**config.mk**
```make
export PLATFORM = sky130hd
export DESIGN_NAME = wsc_core
export DESIGN_NICKNAME = d
export VERILOG_FILES = /design/src/pkg/wsc_pkg.sv /design/src/core/wsc_core.sv
export SDC_FILE = /design/constraint.sdc
export NUM_CORES = 1
export LEC_CHECK = 0
export BUFFER_PORTS_ARGS = -buffer_cell sky130_fd_sc_hd__buf_2
export CORE_ASPECT_RATIO = 0.9
export CORE_MARGIN = 2
export CORE_UTILIZATION = 23
export DETAILED_ROUTE_END_ITERATION = 8
export GPL_TIMING_DRIVEN = 0
export PLACE_DENSITY = 0.46
export SYNTH_ARGS = -nofsm -noshare
export SYNTH_HDL_FRONTEND = slang
export SYNTH_SLANG_ARGS = --single-unit
export TNS_END_PERCENT = 50
```
**constraint.sdc**
```tcl
create_clock -name aclk -period 4.2 [get_ports aclk]
set_clock_uncertainty 0.2 [all_clocks]
set_input_delay 0.21 -clock aclk [delete_from_list [all_inputs] [get_ports aclk]]
set_output_delay 0.21 -clock aclk [all_outputs]
set_load 0.005 [all_outputs]
```
**src/pkg/wsc_pkg.sv**
```systemverilog
// Package with constants, carrier structs and state layout of the watchdog.
package wsc_pkg;

    // Clock rates and watchdog period; counts derive from the figures.
    localparam int unsigned CLK_HZ         = 40_000_000;
    localparam int unsigned RC_HZ          = 31_250;
    localparam int unsigned WDT_PERIOD_US  = 16_000;
    localparam int unsigned WDT_TICKS      = WDT_PERIOD_US * RC_HZ / 1_000_000;
    localparam int unsigned OST_TOSC       = 1024;
    localparam int unsigned OST_CYCLES     = OST_TOSC;

    // Register indices; the byte address is four times the index.
    localparam logic [11:0] IDX_OPTION     = 12'h081;
    localparam logic [11:0] IDX_STATUS     = 12'h083;
    localparam logic [11:0] IDX_CTRL       = 12'h084;
    localparam logic [11:0] IDX_IRQ_EN     = 12'h085;
    localparam logic [11:0] ADDR_OPTION    = 12'h204;
    localparam logic [11:0] ADDR_STATUS    = 12'h20C;
    localparam logic [11:0] ADDR_CTRL      = 12'h210;
    localparam logic [11:0] ADDR_IRQ_EN    = 12'h214;

    // Field positions and reset values.
    localparam int unsigned OPT_ASSIGN_BIT = 3;
    localparam int unsigned OPT_RATIO_LSB  = 0;
    localparam logic [7:0]  OPTION_RESET   = 8'hFF;
    localparam int unsigned STAT_TO_BIT    = 4;
    localparam int unsigned STAT_PD_BIT    = 3;
    localparam int unsigned STAT_SLEEP_BIT = 1;
    localparam int unsigned STAT_WDT_BIT   = 0;
    localparam int unsigned CTRL_GIE_BIT   = 0;
    localparam int unsigned CTRL_RC_BIT    = 1;
    localparam logic [15:0] CFG_WORD_ADDR  = 16'h2007;
    localparam int unsigned CFG_WATCHDOG_ENABLE_CFG_BIT  = 2;
    localparam logic [11:0] IRQ_VECTOR     = 12'h004;

    // Interrupt sources; only those in the wake mask have a clock in sleep.
    localparam int unsigned IRQ_W          = 11;
    localparam logic [10:0] WAKE_MASK      = 11'h3FB;
    localparam logic [1:0]  RESP_OKAY      = 2'h0;
    localparam logic [1:0]  RESP_SLVERR    = 2'h2;

    typedef enum logic [1:0] {
        ST_RUN    = 2'b00,
        ST_SLEEP  = 2'b01,
        ST_START  = 2'b10,
        ST_RESUME = 2'b11
    } wsc_mode_type;

    typedef struct packed {
        logic clear_watchdog_instr;
        logic sleep_instr;
        logic instr_retired;
    } wsc_core_req_type;

    typedef struct packed {
        logic core_run;
        logic wdt_reset;
        logic pin_reset;
        logic wake;
        logic prefetch_next;
        logic vector_req;
    } wsc_core_ctl_type;

    typedef struct packed {
        wsc_mode_type mode;
        logic         cfg_loaded;
        logic         wdt_en;
        logic [7:0]   option;
        logic         global_irq_enable;
        logic         rc_mode;
        logic [10:0]  irq_en;
        logic         timeout_flag_n;
        logic         powerdown_flag_n;
        logic [2:0]   rc_sync;
        logic [1:0]   pin_sync;
        logic [8:0]   wdt_base;
        logic [7:0]   div_cnt;
        logic         to_toggle;
        logic [2:0]   to_sync;
        logic [10:0]  ost_cnt;
        logic         wdt_reset;
        logic         wake;
        logic         prefetch;
        logic         timer_tick;
        logic         aw_full;
        logic [11:0]  aw_addr;
        logic         w_full;
        logic [31:0]  w_data;
        logic [3:0]   w_strb;
        logic         bvalid;
        logic [1:0]   bresp;
        logic         rvalid;
        logic [31:0]  rdata;
        logic [1:0]   rresp;
    } wsc_state_type;

    localparam wsc_state_type STATE_INIT = '{
        mode: ST_RUN, option: OPTION_RESET, timeout_flag_n: 1'b1,
        powerdown_flag_n: 1'b1, pin_sync: 2'b11, default: '0};

endpackage

```
**src/core/wsc_core.sv**
```systemverilog
// Watchdog, shared divider and sleep/wake control with an AXI4-Lite slave.
//
// Summary of operation
// [RULE_01] Watchdog counts RC ticks, forces RC on.
// [RULE_02] Unscaled time-out after 16 ms of RC.
// [RULE_03] Time-out while running resets the device.
// [RULE_04] Time-out while asleep wakes the device instead.
// [RULE_05] Every time-out clears the time-out flag.
// [RULE_06] Cleared enable configuration bit disables watchdog.
// [RULE_07] One divider shared by timer and watchdog.
// [RULE_08] Clear or sleep restarts watchdog and its divider.
// [RULE_09] Clearing keeps divider assignment and ratio intact.
// [RULE_10] Sleep entry: clear watchdog, update flags, stop oscillator.
// [RULE_11] Pins keep their drive state while asleep.
// [RULE_12] Reset pin resets; other wake sources resume.
// [RULE_13] Power-down flag set at power-up, cleared by sleep.
// [RULE_14] Only clocked-in-sleep peripherals may wake the device.
// [RULE_15] Wake needs individual enable, ignores global enable.
// [RULE_16] After wake run prefetched instruction, then vector.
// [RULE_17] Sleep instruction prefetches the next instruction.
// [RULE_18] Pending enabled interrupt turns sleep into no-operation.
// [RULE_19] Late interrupt: sleep completes, then immediate wake.
// [RULE_20] Wake waits 1024 oscillator periods unless RC mode.
// [RULE_21] Software clears watchdog before sleep, no-op after.
// [RULE_22] Global enable cleared on reset; enabled interrupts vector.
// [RULE_23] Time-out event synchronised before reset or wake.
module wsc_core
    import wsc_pkg::*;
(
    input  wire logic             aclk,
    input  wire logic             aresetn,
    input  wire logic             ce,
    input  wire logic [11:0]      s_axi_awaddr,
    input  wire logic             s_axi_awvalid,
    output logic                  s_axi_awready,
    input  wire logic [31:0]      s_axi_wdata,
    input  wire logic [3:0]       s_axi_wstrb,
    input  wire logic             s_axi_wvalid,
    output logic                  s_axi_wready,
    output logic [1:0]            s_axi_bresp,
    output logic                  s_axi_bvalid,
    input  wire logic             s_axi_bready,
    input  wire logic [11:0]      s_axi_araddr,
    input  wire logic             s_axi_arvalid,
    output logic                  s_axi_arready,
    output logic [31:0]           s_axi_rdata,
    output logic [1:0]            s_axi_rresp,
    output logic                  s_axi_rvalid,
    input  wire logic             s_axi_rready,
    input  wire logic             internal_rc_osc,
    output logic                  internal_rc_osc_en,
    input  wire logic             master_reset_pin_n,
    input  wire logic [7:0]       config_word,
    input  wire wsc_core_req_type core_req,
    output wsc_core_ctl_type      core_ctl,
    input  wire logic [10:0]      irq_flags,
    input  wire logic             timer_src_tick,
    output logic                  timer_tick,
    output logic                  osc_driver_en,
    output logic                  io_hold,
    output logic                  timeout_flag_n,
    output logic                  powerdown_flag_n
);

    wsc_state_type st;
    wsc_state_type next_st;

    logic       rc_tick;
    logic       base_done;
    logic       to_fire;
    logic       divider_assign;
    logic [2:0] divider_ratio;
    logic [7:0] wdt_limit;
    logic [7:0] tmr_limit;
    logic       running;
    logic       pending;
    logic       wake_irq;
    logic       clr_go;
    logic       sleep_go;
    logic       soft_reset;
    logic       wr_go;
    logic       rd_go;

    // Decoded option fields and the two divider end counts.
    assign divider_assign = st.option[OPT_ASSIGN_BIT];
    assign divider_ratio  = st.option[OPT_RATIO_LSB +: 3];
    assign wdt_limit      = (8'h01 << divider_ratio) - 8'h01;
    assign tmr_limit      = (8'h02 << divider_ratio) - 8'h01;

    // Events seen by the state update; sleep no-ops on any enabled flag.
    assign running  = (st.mode == ST_RUN || st.mode == ST_RESUME);
    assign pending  = |(irq_flags & st.irq_en);
    assign wake_irq = |(irq_flags & st.irq_en & WAKE_MASK);  // [RULE_14]
    assign clr_go   = running && core_req.clear_watchdog_instr;
    assign sleep_go = running && core_req.sleep_instr && !pending;
    assign to_fire  = st.to_sync[1] ^ st.to_sync[2];          // [RULE_23]
    assign rc_tick  = st.rc_sync[1] & ~st.rc_sync[2] & st.wdt_en;
    assign base_done = rc_tick && (st.wdt_base == 9'(WDT_TICKS - 1));
    assign soft_reset = !st.pin_sync[1] || (to_fire && st.mode != ST_SLEEP);
    assign wr_go    = st.aw_full && st.w_full && !st.bvalid;
    assign rd_go    = s_axi_arvalid && s_axi_arready;

    // Readback of one register word; unmapped words answer with an error.
    function automatic logic [32:0] read_word(input wsc_state_type s,
                                              input logic [11:0] a);
        logic [32:0] r;
        r = 33'h0_0000_0000;
        case (a)
            ADDR_OPTION: r[7:0] = s.option;
            ADDR_STATUS: begin
                r[STAT_TO_BIT]    = s.timeout_flag_n;
                r[STAT_PD_BIT]    = s.powerdown_flag_n;
                r[STAT_SLEEP_BIT] = (s.mode == ST_SLEEP);
                r[STAT_WDT_BIT]   = s.wdt_en;
            end
            ADDR_CTRL: begin
                r[CTRL_GIE_BIT] = s.global_irq_enable;
                r[CTRL_RC_BIT]  = s.rc_mode;
            end
            ADDR_IRQ_EN: r[10:0] = s.irq_en;
            default: r[32] = 1'b1;
        endcase
        return r;
    endfunction

    // Whole next-state computation; ce low freezes everything.
    always_comb begin
        logic [32:0] rd;
        rd = read_word(st, s_axi_araddr);
        next_st = st;
        next_st.wdt_reset  = 1'b0;
        next_st.wake       = 1'b0;
        next_st.prefetch   = 1'b0;
        next_st.timer_tick = 1'b0;

        // Pin synchronisers; the first stage feeds only the second.
        next_st.rc_sync  = {st.rc_sync[1:0], internal_rc_osc};
        next_st.pin_sync = {st.pin_sync[0], master_reset_pin_n};
        next_st.to_sync  = {st.to_sync[1:0], st.to_toggle};  // [RULE_23]

        // The enable fuse is caught once, in the first cycle after reset.
        if (!st.cfg_loaded) begin
            next_st.cfg_loaded = 1'b1;
            next_st.wdt_en     = config_word[CFG_WATCHDOG_ENABLE_CFG_BIT];  // [RULE_06]
        end

        // Base watchdog period counted in RC edges.
        if (rc_tick) begin
            next_st.wdt_base = base_done ? 9'h000 : st.wdt_base + 9'h001;  // [RULE_02]
        end

        // Shared divider serves either the watchdog or the timer.
        if (divider_assign) begin
            next_st.timer_tick = timer_src_tick;  // [RULE_07]
            if (base_done) begin
                if (st.div_cnt >= wdt_limit) begin
                    next_st.div_cnt   = 8'h00;
                    next_st.to_toggle = ~st.to_toggle;
                end else begin
                    next_st.div_cnt = st.div_cnt + 8'h01;
                end
            end
        end else begin
            if (base_done) begin
                next_st.to_toggle = ~st.to_toggle;
            end
            if (timer_src_tick) begin
                if (st.div_cnt >= tmr_limit) begin
                    next_st.div_cnt    = 8'h00;
                    next_st.timer_tick = 1'b1;  // [RULE_07]
                end else begin
                    next_st.div_cnt = st.div_cnt + 8'h01;
                end
            end
        end

        // Clear and sleep restart the count; the option value is untouched.
        if (clr_go || sleep_go) begin
            next_st.wdt_base = 9'h000;  // [RULE_08]
            if (divider_assign) begin
                next_st.div_cnt = 8'h00;  // [RULE_09]
            end
        end

        // Sleep prefetches always, but only enters without a pending flag.
        next_st.prefetch = running && core_req.sleep_instr;  // [RULE_17]
        if (sleep_go) begin
            next_st.mode             = ST_SLEEP;  // [RULE_18]
            next_st.powerdown_flag_n = 1'b0;  // [RULE_13]
            next_st.timeout_flag_n   = 1'b1;  // [RULE_10]
        end

        // A time-out clears the flag; it wins over a sleep in the same cycle.
        if (to_fire) begin
            next_st.timeout_flag_n = 1'b0;  // [RULE_05]
            if (st.mode != ST_SLEEP) begin
                next_st.wdt_reset = 1'b1;  // [RULE_03]
            end
        end

        // Wake sequence; a flag that rose during sleep wakes at once.
        case (st.mode)
            ST_SLEEP: begin
                if (wake_irq || to_fire) begin  // [RULE_19]
                    next_st.wake    = 1'b1;  // [RULE_04]
                    next_st.ost_cnt = 11'h000;
                    next_st.mode    = st.rc_mode ? ST_RESUME : ST_START;
                end
            end
            ST_START: begin
                next_st.ost_cnt = st.ost_cnt + 11'h001;
                if (st.ost_cnt == 11'(OST_CYCLES - 1)) begin
                    next_st.mode = ST_RESUME;  // [RULE_20]
                end
            end
            ST_RESUME: begin
                if (core_req.instr_retired && !sleep_go) begin
                    next_st.mode = ST_RUN;  // [RULE_16]
                end
            end
            ST_RUN: begin
            end
            default: next_st.mode = ST_RUN;
        endcase

        // Register writes, taken once address and data are both held.
        if (s_axi_awvalid && s_axi_awready) begin
            next_st.aw_full = 1'b1;
            next_st.aw_addr = s_axi_awaddr;
        end
        if (s_axi_wvalid && s_axi_wready) begin
            next_st.w_full = 1'b1;
            next_st.w_data = s_axi_wdata;
            next_st.w_strb = s_axi_wstrb;
        end
        if (wr_go) begin
            next_st.aw_full = 1'b0;
            next_st.w_full  = 1'b0;
            next_st.bvalid  = 1'b1;
            next_st.bresp   = RESP_OKAY;
            case (st.aw_addr)
                ADDR_OPTION: begin
                    if (st.w_strb[0]) begin
                        next_st.option = st.w_data[7:0];  // [RULE_07]
                    end
                end
                ADDR_STATUS: begin
                end
                ADDR_CTRL: begin
                    if (st.w_strb[0]) begin
                        next_st.global_irq_enable     = st.w_data[CTRL_GIE_BIT];
                        next_st.rc_mode = st.w_data[CTRL_RC_BIT];
                    end
                end
                ADDR_IRQ_EN: begin
                    if (st.w_strb[0]) begin
                        next_st.irq_en[7:0] = st.w_data[7:0];
                    end
                    if (st.w_strb[1]) begin
                        next_st.irq_en[10:8] = st.w_data[10:8];
                    end
                end
                default: next_st.bresp = RESP_SLVERR;
            endcase
        end
        if (st.bvalid && s_axi_bready) begin
            next_st.bvalid = 1'b0;
        end

        // Reads answer one cycle after the address is taken.
        if (rd_go) begin
            next_st.rvalid = 1'b1;
            next_st.rdata  = rd[31:0];
            next_st.rresp  = rd[32] ? RESP_SLVERR : RESP_OKAY;
        end else if (st.rvalid && s_axi_rready) begin
            next_st.rvalid = 1'b0;
        end

        // Device reset from the pin or a running time-out; flags survive.
        if (soft_reset) begin
            next_st.mode     = ST_RUN;  // [RULE_12]
            next_st.option   = OPTION_RESET;
            next_st.global_irq_enable      = 1'b0;  // [RULE_22]
            next_st.irq_en   = 11'h000;
            next_st.wdt_base = 9'h000;
            next_st.div_cnt  = 8'h00;
        end

        if (!ce) begin
            next_st = st;
        end
    end

    // The only state register of the block.
    always_ff @(posedge aclk) begin
        if (!aresetn) begin
            st <= STATE_INIT;
        end else begin
            st <= next_st;
        end
    end

    // Bus handshakes are stalled while the block is frozen.
    assign s_axi_awready = ce && !st.aw_full && !st.bvalid;
    assign s_axi_wready  = ce && !st.w_full && !st.bvalid;
    assign s_axi_arready = ce && !st.rvalid;
    assign s_axi_bvalid  = st.bvalid;
    assign s_axi_bresp   = st.bresp;
    assign s_axi_rvalid  = st.rvalid;
    assign s_axi_rdata   = st.rdata;
    assign s_axi_rresp   = st.rresp;

    // Core control; a vector needs the global enable and the ST_RUN mode.
    assign core_ctl.core_run      = running && st.pin_sync[1];
    assign core_ctl.wdt_reset     = st.wdt_reset;
    assign core_ctl.pin_reset     = !st.pin_sync[1];  // [RULE_12]
    assign core_ctl.wake          = st.wake;
    assign core_ctl.prefetch_next = st.prefetch;
    assign core_ctl.vector_req    = st.global_irq_enable && st.mode == ST_RUN
                                    && pending;  // [RULE_22]

    // Enabling the watchdog keeps the RC oscillator alive even in sleep.
    assign internal_rc_osc_en = st.wdt_en;  // [RULE_01]
    assign osc_driver_en      = (st.mode != ST_SLEEP);  // [RULE_10]
    assign io_hold            = (st.mode == ST_SLEEP);  // [RULE_11]
    assign timer_tick         = st.timer_tick;
    assign timeout_flag_n     = st.timeout_flag_n;
    assign powerdown_flag_n   = st.powerdown_flag_n;

    a_rc_forced_on: assert property ( // [RULE_01]
        @(posedge aclk) disable iff (!aresetn)
        st.wdt_en |-> internal_rc_osc_en)
        else $error("RC oscillator off while watchdog enabled");

    a_run_timeout_rst: assert property ( // [RULE_03]
        @(posedge aclk) disable iff (!aresetn)
        (ce && to_fire && st.mode != ST_SLEEP)
        |=> core_ctl.wdt_reset && st.mode == ST_RUN && !st.timeout_flag_n)
        else $error("Running time-out did not reset");

    a_sleep_timeout_wake: assert property ( // [RULE_04]
        @(posedge aclk) disable iff (!aresetn)
        (ce && to_fire && st.mode == ST_SLEEP && st.pin_sync[1])
        |=> core_ctl.wake && !core_ctl.wdt_reset && st.mode != ST_SLEEP)
        else $error("Sleeping time-out did not wake");

    a_disabled_quiet: assert property ( // [RULE_06]
        @(posedge aclk) disable iff (!aresetn)
        (st.cfg_loaded && !st.wdt_en) |-> !rc_tick && !base_done)
        else $error("Disabled watchdog is counting");

    a_clear_restarts: assert property ( // [RULE_08]
        @(posedge aclk) disable iff (!aresetn)
        (ce && clr_go && !soft_reset)
        |=> st.wdt_base == 9'h000 && $stable(st.option))
        else $error("Clear did not restart the watchdog");

    a_sleep_entry: assert property ( // [RULE_10]
        @(posedge aclk) disable iff (!aresetn)
        (ce && sleep_go && !soft_reset) |=> !st.powerdown_flag_n
        && st.mode == ST_SLEEP && io_hold && !osc_driver_en)
        else $error("Sleep entry effects missing");

    a_sleep_as_nop: assert property ( // [RULE_18]
        @(posedge aclk) disable iff (!aresetn)
        (ce && running && core_req.sleep_instr && pending && !soft_reset)
        |=> $stable(st.powerdown_flag_n) && st.mode != ST_SLEEP)
        else $error("Sleep with pending flag was not a no-op");

    a_start_delay: assert property ( // [RULE_20]
        @(posedge aclk) disable iff (!aresetn)
        (ce && st.mode == ST_START && st.ost_cnt == 11'(OST_CYCLES - 1)
         && st.pin_sync[1]) |=> st.mode == ST_RESUME)
        else $error("Start-up delay end missed");

    a_rc_wake_fast: assert property ( // [RULE_20]
        @(posedge aclk) disable iff (!aresetn)
        (ce && st.mode == ST_SLEEP && st.rc_mode && wake_irq
         && st.pin_sync[1]) |=> st.mode == ST_RESUME)
        else $error("RC mode wake was delayed");

    a_vector_gated: assert property ( // [RULE_16]
        @(posedge aclk) disable iff (!aresetn)
        core_ctl.vector_req |-> st.global_irq_enable && st.mode == ST_RUN)
        else $error("Vector raised before resume or without enable");

endmodule

```
**Word-level counts from Yosys, hierarchy flattened**

Cells that the tools add are included.

- Register bits after elaboration: 135
- Word-level logic and storage cells: 186

- Bitwise operators: 7
- Reductions and logical operators: 69
- Muxes and demuxes: 54
- Eq/ne operators: 16
- Add/subtract/negate cells: 5
- Shift-type cells: 2
- Magnitude comparators: 2

Operator list:

| cell | count |
|---|---|
| $eq 12x10->1 const B | 8 |
| $mux 8 | 6 |
| $mux 9 | 5 |
| $mux 37 | 1 |
| $mux 17 | 2 |
| $mux 11 | 3 |
| $reduce_and 2->1 | 12 |
| $reduce_bool 2->1 | 12 |
| $pmux 11 s2 | 1 |
| $logic_and 1x1->1 | 21 |
| $mux 21 | 1 |
| $mux 2 | 10 |
| $reduce_and 4->1 | 5 |
| $ge 8x8->1 | 2 |
| $mux 1 | 16 |
| $sub 8x1->8 const B | 2 |
| $mux 13 | 1 |
| $pmux 2 s3 | 2 |
| $add 11x1->11 const B | 1 |
| $and 11x11->11 | 1 |
| $eq 11x10->1 const B | 1 |
| $reduce_or 11->1 | 1 |
| $add 9x1->9 const B | 1 |
| $eq 9x9->1 const B | 1 |
| 20 further kinds | 39 |

**Depth between registers and ports, before layout**

- Depth in word-level cells: 9
- Gate-level depth with buffers: 10
- Mapped depth without buffers: 9

**Least setup slack after synthesis**

OpenSTA, ideal clock, no wires.

- Kind: reg-to-reg
- From: register st, in the netlist divider_ratio[2]
- To: register st[106] (netlist bit)
- Cell stages (with the launch flop): 10
- Path buffers: 1
- Setup time: 0.128 ns
- Path slack: 1.810 ns
- Arrival time: 2.062 ns
- Required time: 3.872 ns
- Period minus slack after synthesis: 2.390 ns
- Cell sequence: dfxtp_1 -> clkbuf_1 -> or3_1 -> ha_1 -> nor2b_1 -> o21ai_0 -> o21a_1 -> o311a_1 -> xnor2_1 -> nor2_1

- Cells in the longest elaborated chain, start to end: 5

RTL lines:

| item | RTL line | text |
|---|---|---|
| start, declared | wsc_core.sv:65 | `wsc_state_type st;` |
| start signal, assigned | wsc_core.sv:299 | `st <= next_st;` |
| $shl 1x3->8 | wsc_core.sv:87 | `assign wdt_limit = (8'h01 << divider_ratio) - 8'h01;` |
| $sub 8x1->8 | wsc_core.sv:87 |  |
| $ge 8x8->1 | wsc_core.sv:156 | `if (st.div_cnt >= wdt_limit) begin` |
| $ne 2x1->1 (no source line) | -- |  |
| $reduce_and 3->1 (no source line) | -- |  |

No other way between the ends.
A chain may end at the register's enable or synchronous reset.

**Worst setup path after layout**

- From: register st[155] (netlist bit)
- To: register st[111] (netlist bit)

- Cells in the longest elaborated chain, start to end: 7
- Elaborated cells between the ends (all ways): 12
- Classes of those cells: eq/ne (2); mux (2); reduce/logical (8)

RTL lines:

| item | RTL line | text |
|---|---|---|
| $eq 2x2->1 / $logic_not 2->1 (equally long branches) | wsc_core.sv:91 | `assign running = (st.mode == ST_RUN \|\| st.mode == ST_RESUME);` |
| $logic_or 1x1->1 | wsc_core.sv:91 |  |
| $logic_and 1x1->1 (2 in series) | wsc_core.sv:95 | `assign sleep_go = running && core_req.sleep_instr && !pending;` |
| $logic_or 1x1->1 | wsc_core.sv:178 | `if (clr_go \|\| sleep_go) begin` |
| $mux 17 | wsc_core.sv:178 |  |
| $mux 17 (*) | wsc_core.sv:280 | `if (soft_reset) begin` |

Every way passes the cells marked *; elsewhere a longest branch is shown, timed or not.

==> reports/results.ini <==
[setup_path]
critPathCaptureType = flip-flop
r2r_slack_ps = 1210
worstSetupStartpointType = flip-flop
cp.required_ps = 4280
r2r-start = st[155]
cp.arrival_ps = 3070
critPathMaxFanout = 8
rr_worst_depth = 8
setup.worst_path.start = st[155]
r2r-end = st[111]
path_class = flip-flop to flip-flop

[clock_network]
clk_pin_slew_ps = 80
clock_latency_ps = 360
cts_tree = built
h-tree-depth = 3
numCtsBuffers = 9
ctsResizeCount = 0
clkSinkCount = 110
cts_setup_buffers = 0
cts_root_buffer = clkbuf_16
clk_path_buf_depth = 2

[cells_and_area]
areaGrowthSynthToFinish_pct = 27.3
diodes = 0
final_net_count = 1005
nFillCells = 2785
drive_above_1_share_pct = 17.9

[worst_hold_path]
holdPathStages = 4
hp-start = s_axi_wvalid
min_to = st[38]
hp-class = primary input to flip-flop

[route]
drc = 0
avgViaCountPerCell = 4.44
ant_nets = 0
routed_wl_mm = 18.0
wl_per_cell_um = 14.5
vias = 5502
drtPass1Iterations = 5
drt_iter0_drc = 312

[logic_synthesis]
netlist.area_leader.share_pct = 37.7
synth_top_area_cell = dfxtp_1
synth_area_leaders = dfxtp_1 38%, nand2_1 8.8%, a21oi_1 5.9%
synth-edff-count = 0
avgSynthCellArea_sq_um = 7.94
ys_seq_area_share_pct = 37.7
syn-instance-count = 736
synth_async_sr_flop_share_pct = 0
ys_types = 62
synth_most_common_cell = nand2_1
synth_ff_type = dfxtp_1
yosys-top-cells-count = 137 x nand2_1, 110 x dfxtp_1, 69 x a21oi_1
ys_seq_elements = 110
syn_area_sq_um = 5840
ys_warn_count = 0

[timing]
period_needed_ps = 2990
fmax_mhz = 334
worst_slew_pin_slew_ps = 837
fin_crit_sh_pct = 71.2
finalSetupTns_ps = 0
hold_viol = 0
fin_hold_ws_ps = 28.8
rsz0062_at_grt = false
report.final.slew_viol_count = 0
max-slew-margin-rel_pct = 43.6
finalSetupViolCount = 0

[global_routing]
grt_start_max_net_pins = 19
antenna_found_initial = 0
grt_pass1_vias = 5179
grt_pass1_wl_mm = 28.1
grt-ovfl-total = 0
grt.total_usage_pct = 13.6

[power]
p_leak_uw = 0.00311
switching_share_pct = 26.5
p_per_area_nw_per_um2 = 307
ir_drop_mv = 0.196
seq_power_share_pct = 47.9
p_comb_share_pct = 12.2
power_frac_clock_pct = 39.9
internal_power_uw = 1680
power_switching_uw = 603

[floorplan]
fp.dieW_um = 172
die_y_um = 155
io_pins = 146
core_sq_um = 25000
die_area_sq_um = 26700
start_util_pct = 23.3
core.rowCount = 55

[job]
max-cap-violations = 0

[place]
numPortBuffers = 89
place_congestion = 0.819
hpwl_mm = 13.9

[status]
status = complete, no violations

## cells by family (layout without fill, tap and decap cells)
group / Yosys count / count (layout) / share of synthesized area, %
xor+xnor: 17 / 17 / 2.55
other cells: 2 / 24 / 0.129
flops: 110 / 110 / 37.7
compound gates: 162 / 162 / 17.1
mux: 29 / 29 / 5.05
buf+inv: 90 / 228 / 8.43
fa+ha+maj: 22 / 22 / 4.67
simple gates: 304 / 304 / 24.3
## cell usage in the layout, fill, tap and decap left out, types with 12 or more instances in the layout
master         count
o21ai_0           27
nand3_1           26
dfxtp_1          110
ha_1              21
buf_4             39
nor2_1            59
a22oi_1           12
nand4_1           15
clkbuf_1          29
mux2i_1           25
nand2_1          137
buf_2             90
conb_1            24
a21oi_1           69
dlygate4sd3_1     33
xor2_1            12
inv_1             17
## power by group through the flow
| stage | clock network, uW | logic, uW | registers [uW] |
|---|---|---|---|
| 6_report | 910 | 277 | 1090 |
| 3_3_place_gp | 0 | 256 | 1120 |
| 4_1_cts | 937 | 279 | 1090 |
| 5_1_grt | 966 | 310 | 1100 |
| 3_5_place_dp | 0 | 254 | 1120 |
| 2_1_floorplan | 0 | 159 | 1110 |
## worst max-delay path by stage
stage | end | slack (ps)
4_1_cts | st[111] | 1250
6_report | st[111] | 1210
3_5_place_dp | st[111] | 1280
5_1_grt | st[111] | 910
2_1_floorplan | st[106] | 1810
3_3_place_gp | st[111] | 1190
## stage by stage
step	total power [uW]	util [%]	cell area (sq um)	worst slack [ps]	cells
finish	2280	29.7	7440	1210	1238
global route	2370	29.7	7440	914	1238
CTS	2310	29.7	7440	1250	1238
detailed placement	1370	27.1	6800	1280	1189
global placement	1370	27.1	6800	1190	1189
floorplan	1270	-	5930	1810	758
## critical path, cell delays in order, from the launching register on
cell and delay (ps):
dfxtp_1 350, inv_1 120, ha_1 360, inv_1 150, a21oi_2 430, nand3_1 300
o32ai_1 750, a32oi_1 140, o31ai_1 100
## flip-flops by register name (all words and copies together), names as in the netlist
register / flops
timeout_flag_n: 1
timer_tick: 1
internal_rc_osc_en: 1
st: 84
divider_ratio: 3
s_axi_rdata: 11
powerdown_flag_n: 1
s_axi_rvalid: 1
s_axi_rresp: 1
s_axi_bvalid: 1
s_axi_bresp: 1
core_ctl: 3
divider_assign: 1
## timing repair
action                                  CTS  global route
endpoints found under the hold margin    31             0
hold buffers                             33             0
endpoints found under the setup margin    0             0
## cell type report
type | count | area (sq um) | share of cell area (%)
Multi-Input combinational cell | 558 | 3230 | 43.5
Sequential cell | 110 | 2200 | 29.6
Timing Repair Buffer | 122 | 776 | 10.4
Buffer | 73 | 429 | 5.77
Tap cell | 342 | 428 | 5.75
Clock buffer | 11 | 243 | 3.26
Clock inverter | 5 | 63.8 | 0.858
Inverter | 17 | 63.8 | 0.858
## routing by layer
layer / global-route usage, % / vias to the layer above / routed length, um
met2: 20.7 / 123 / 7730
li1: - / 2827 / -
met1: 19.5 / 2542 / 9160
met3: 3.08 / 10 / 912
met5: 0 / - / 0
met4: 3.32 / 0 / 190
Note: power is estimated with default switching activity, not from simulation.
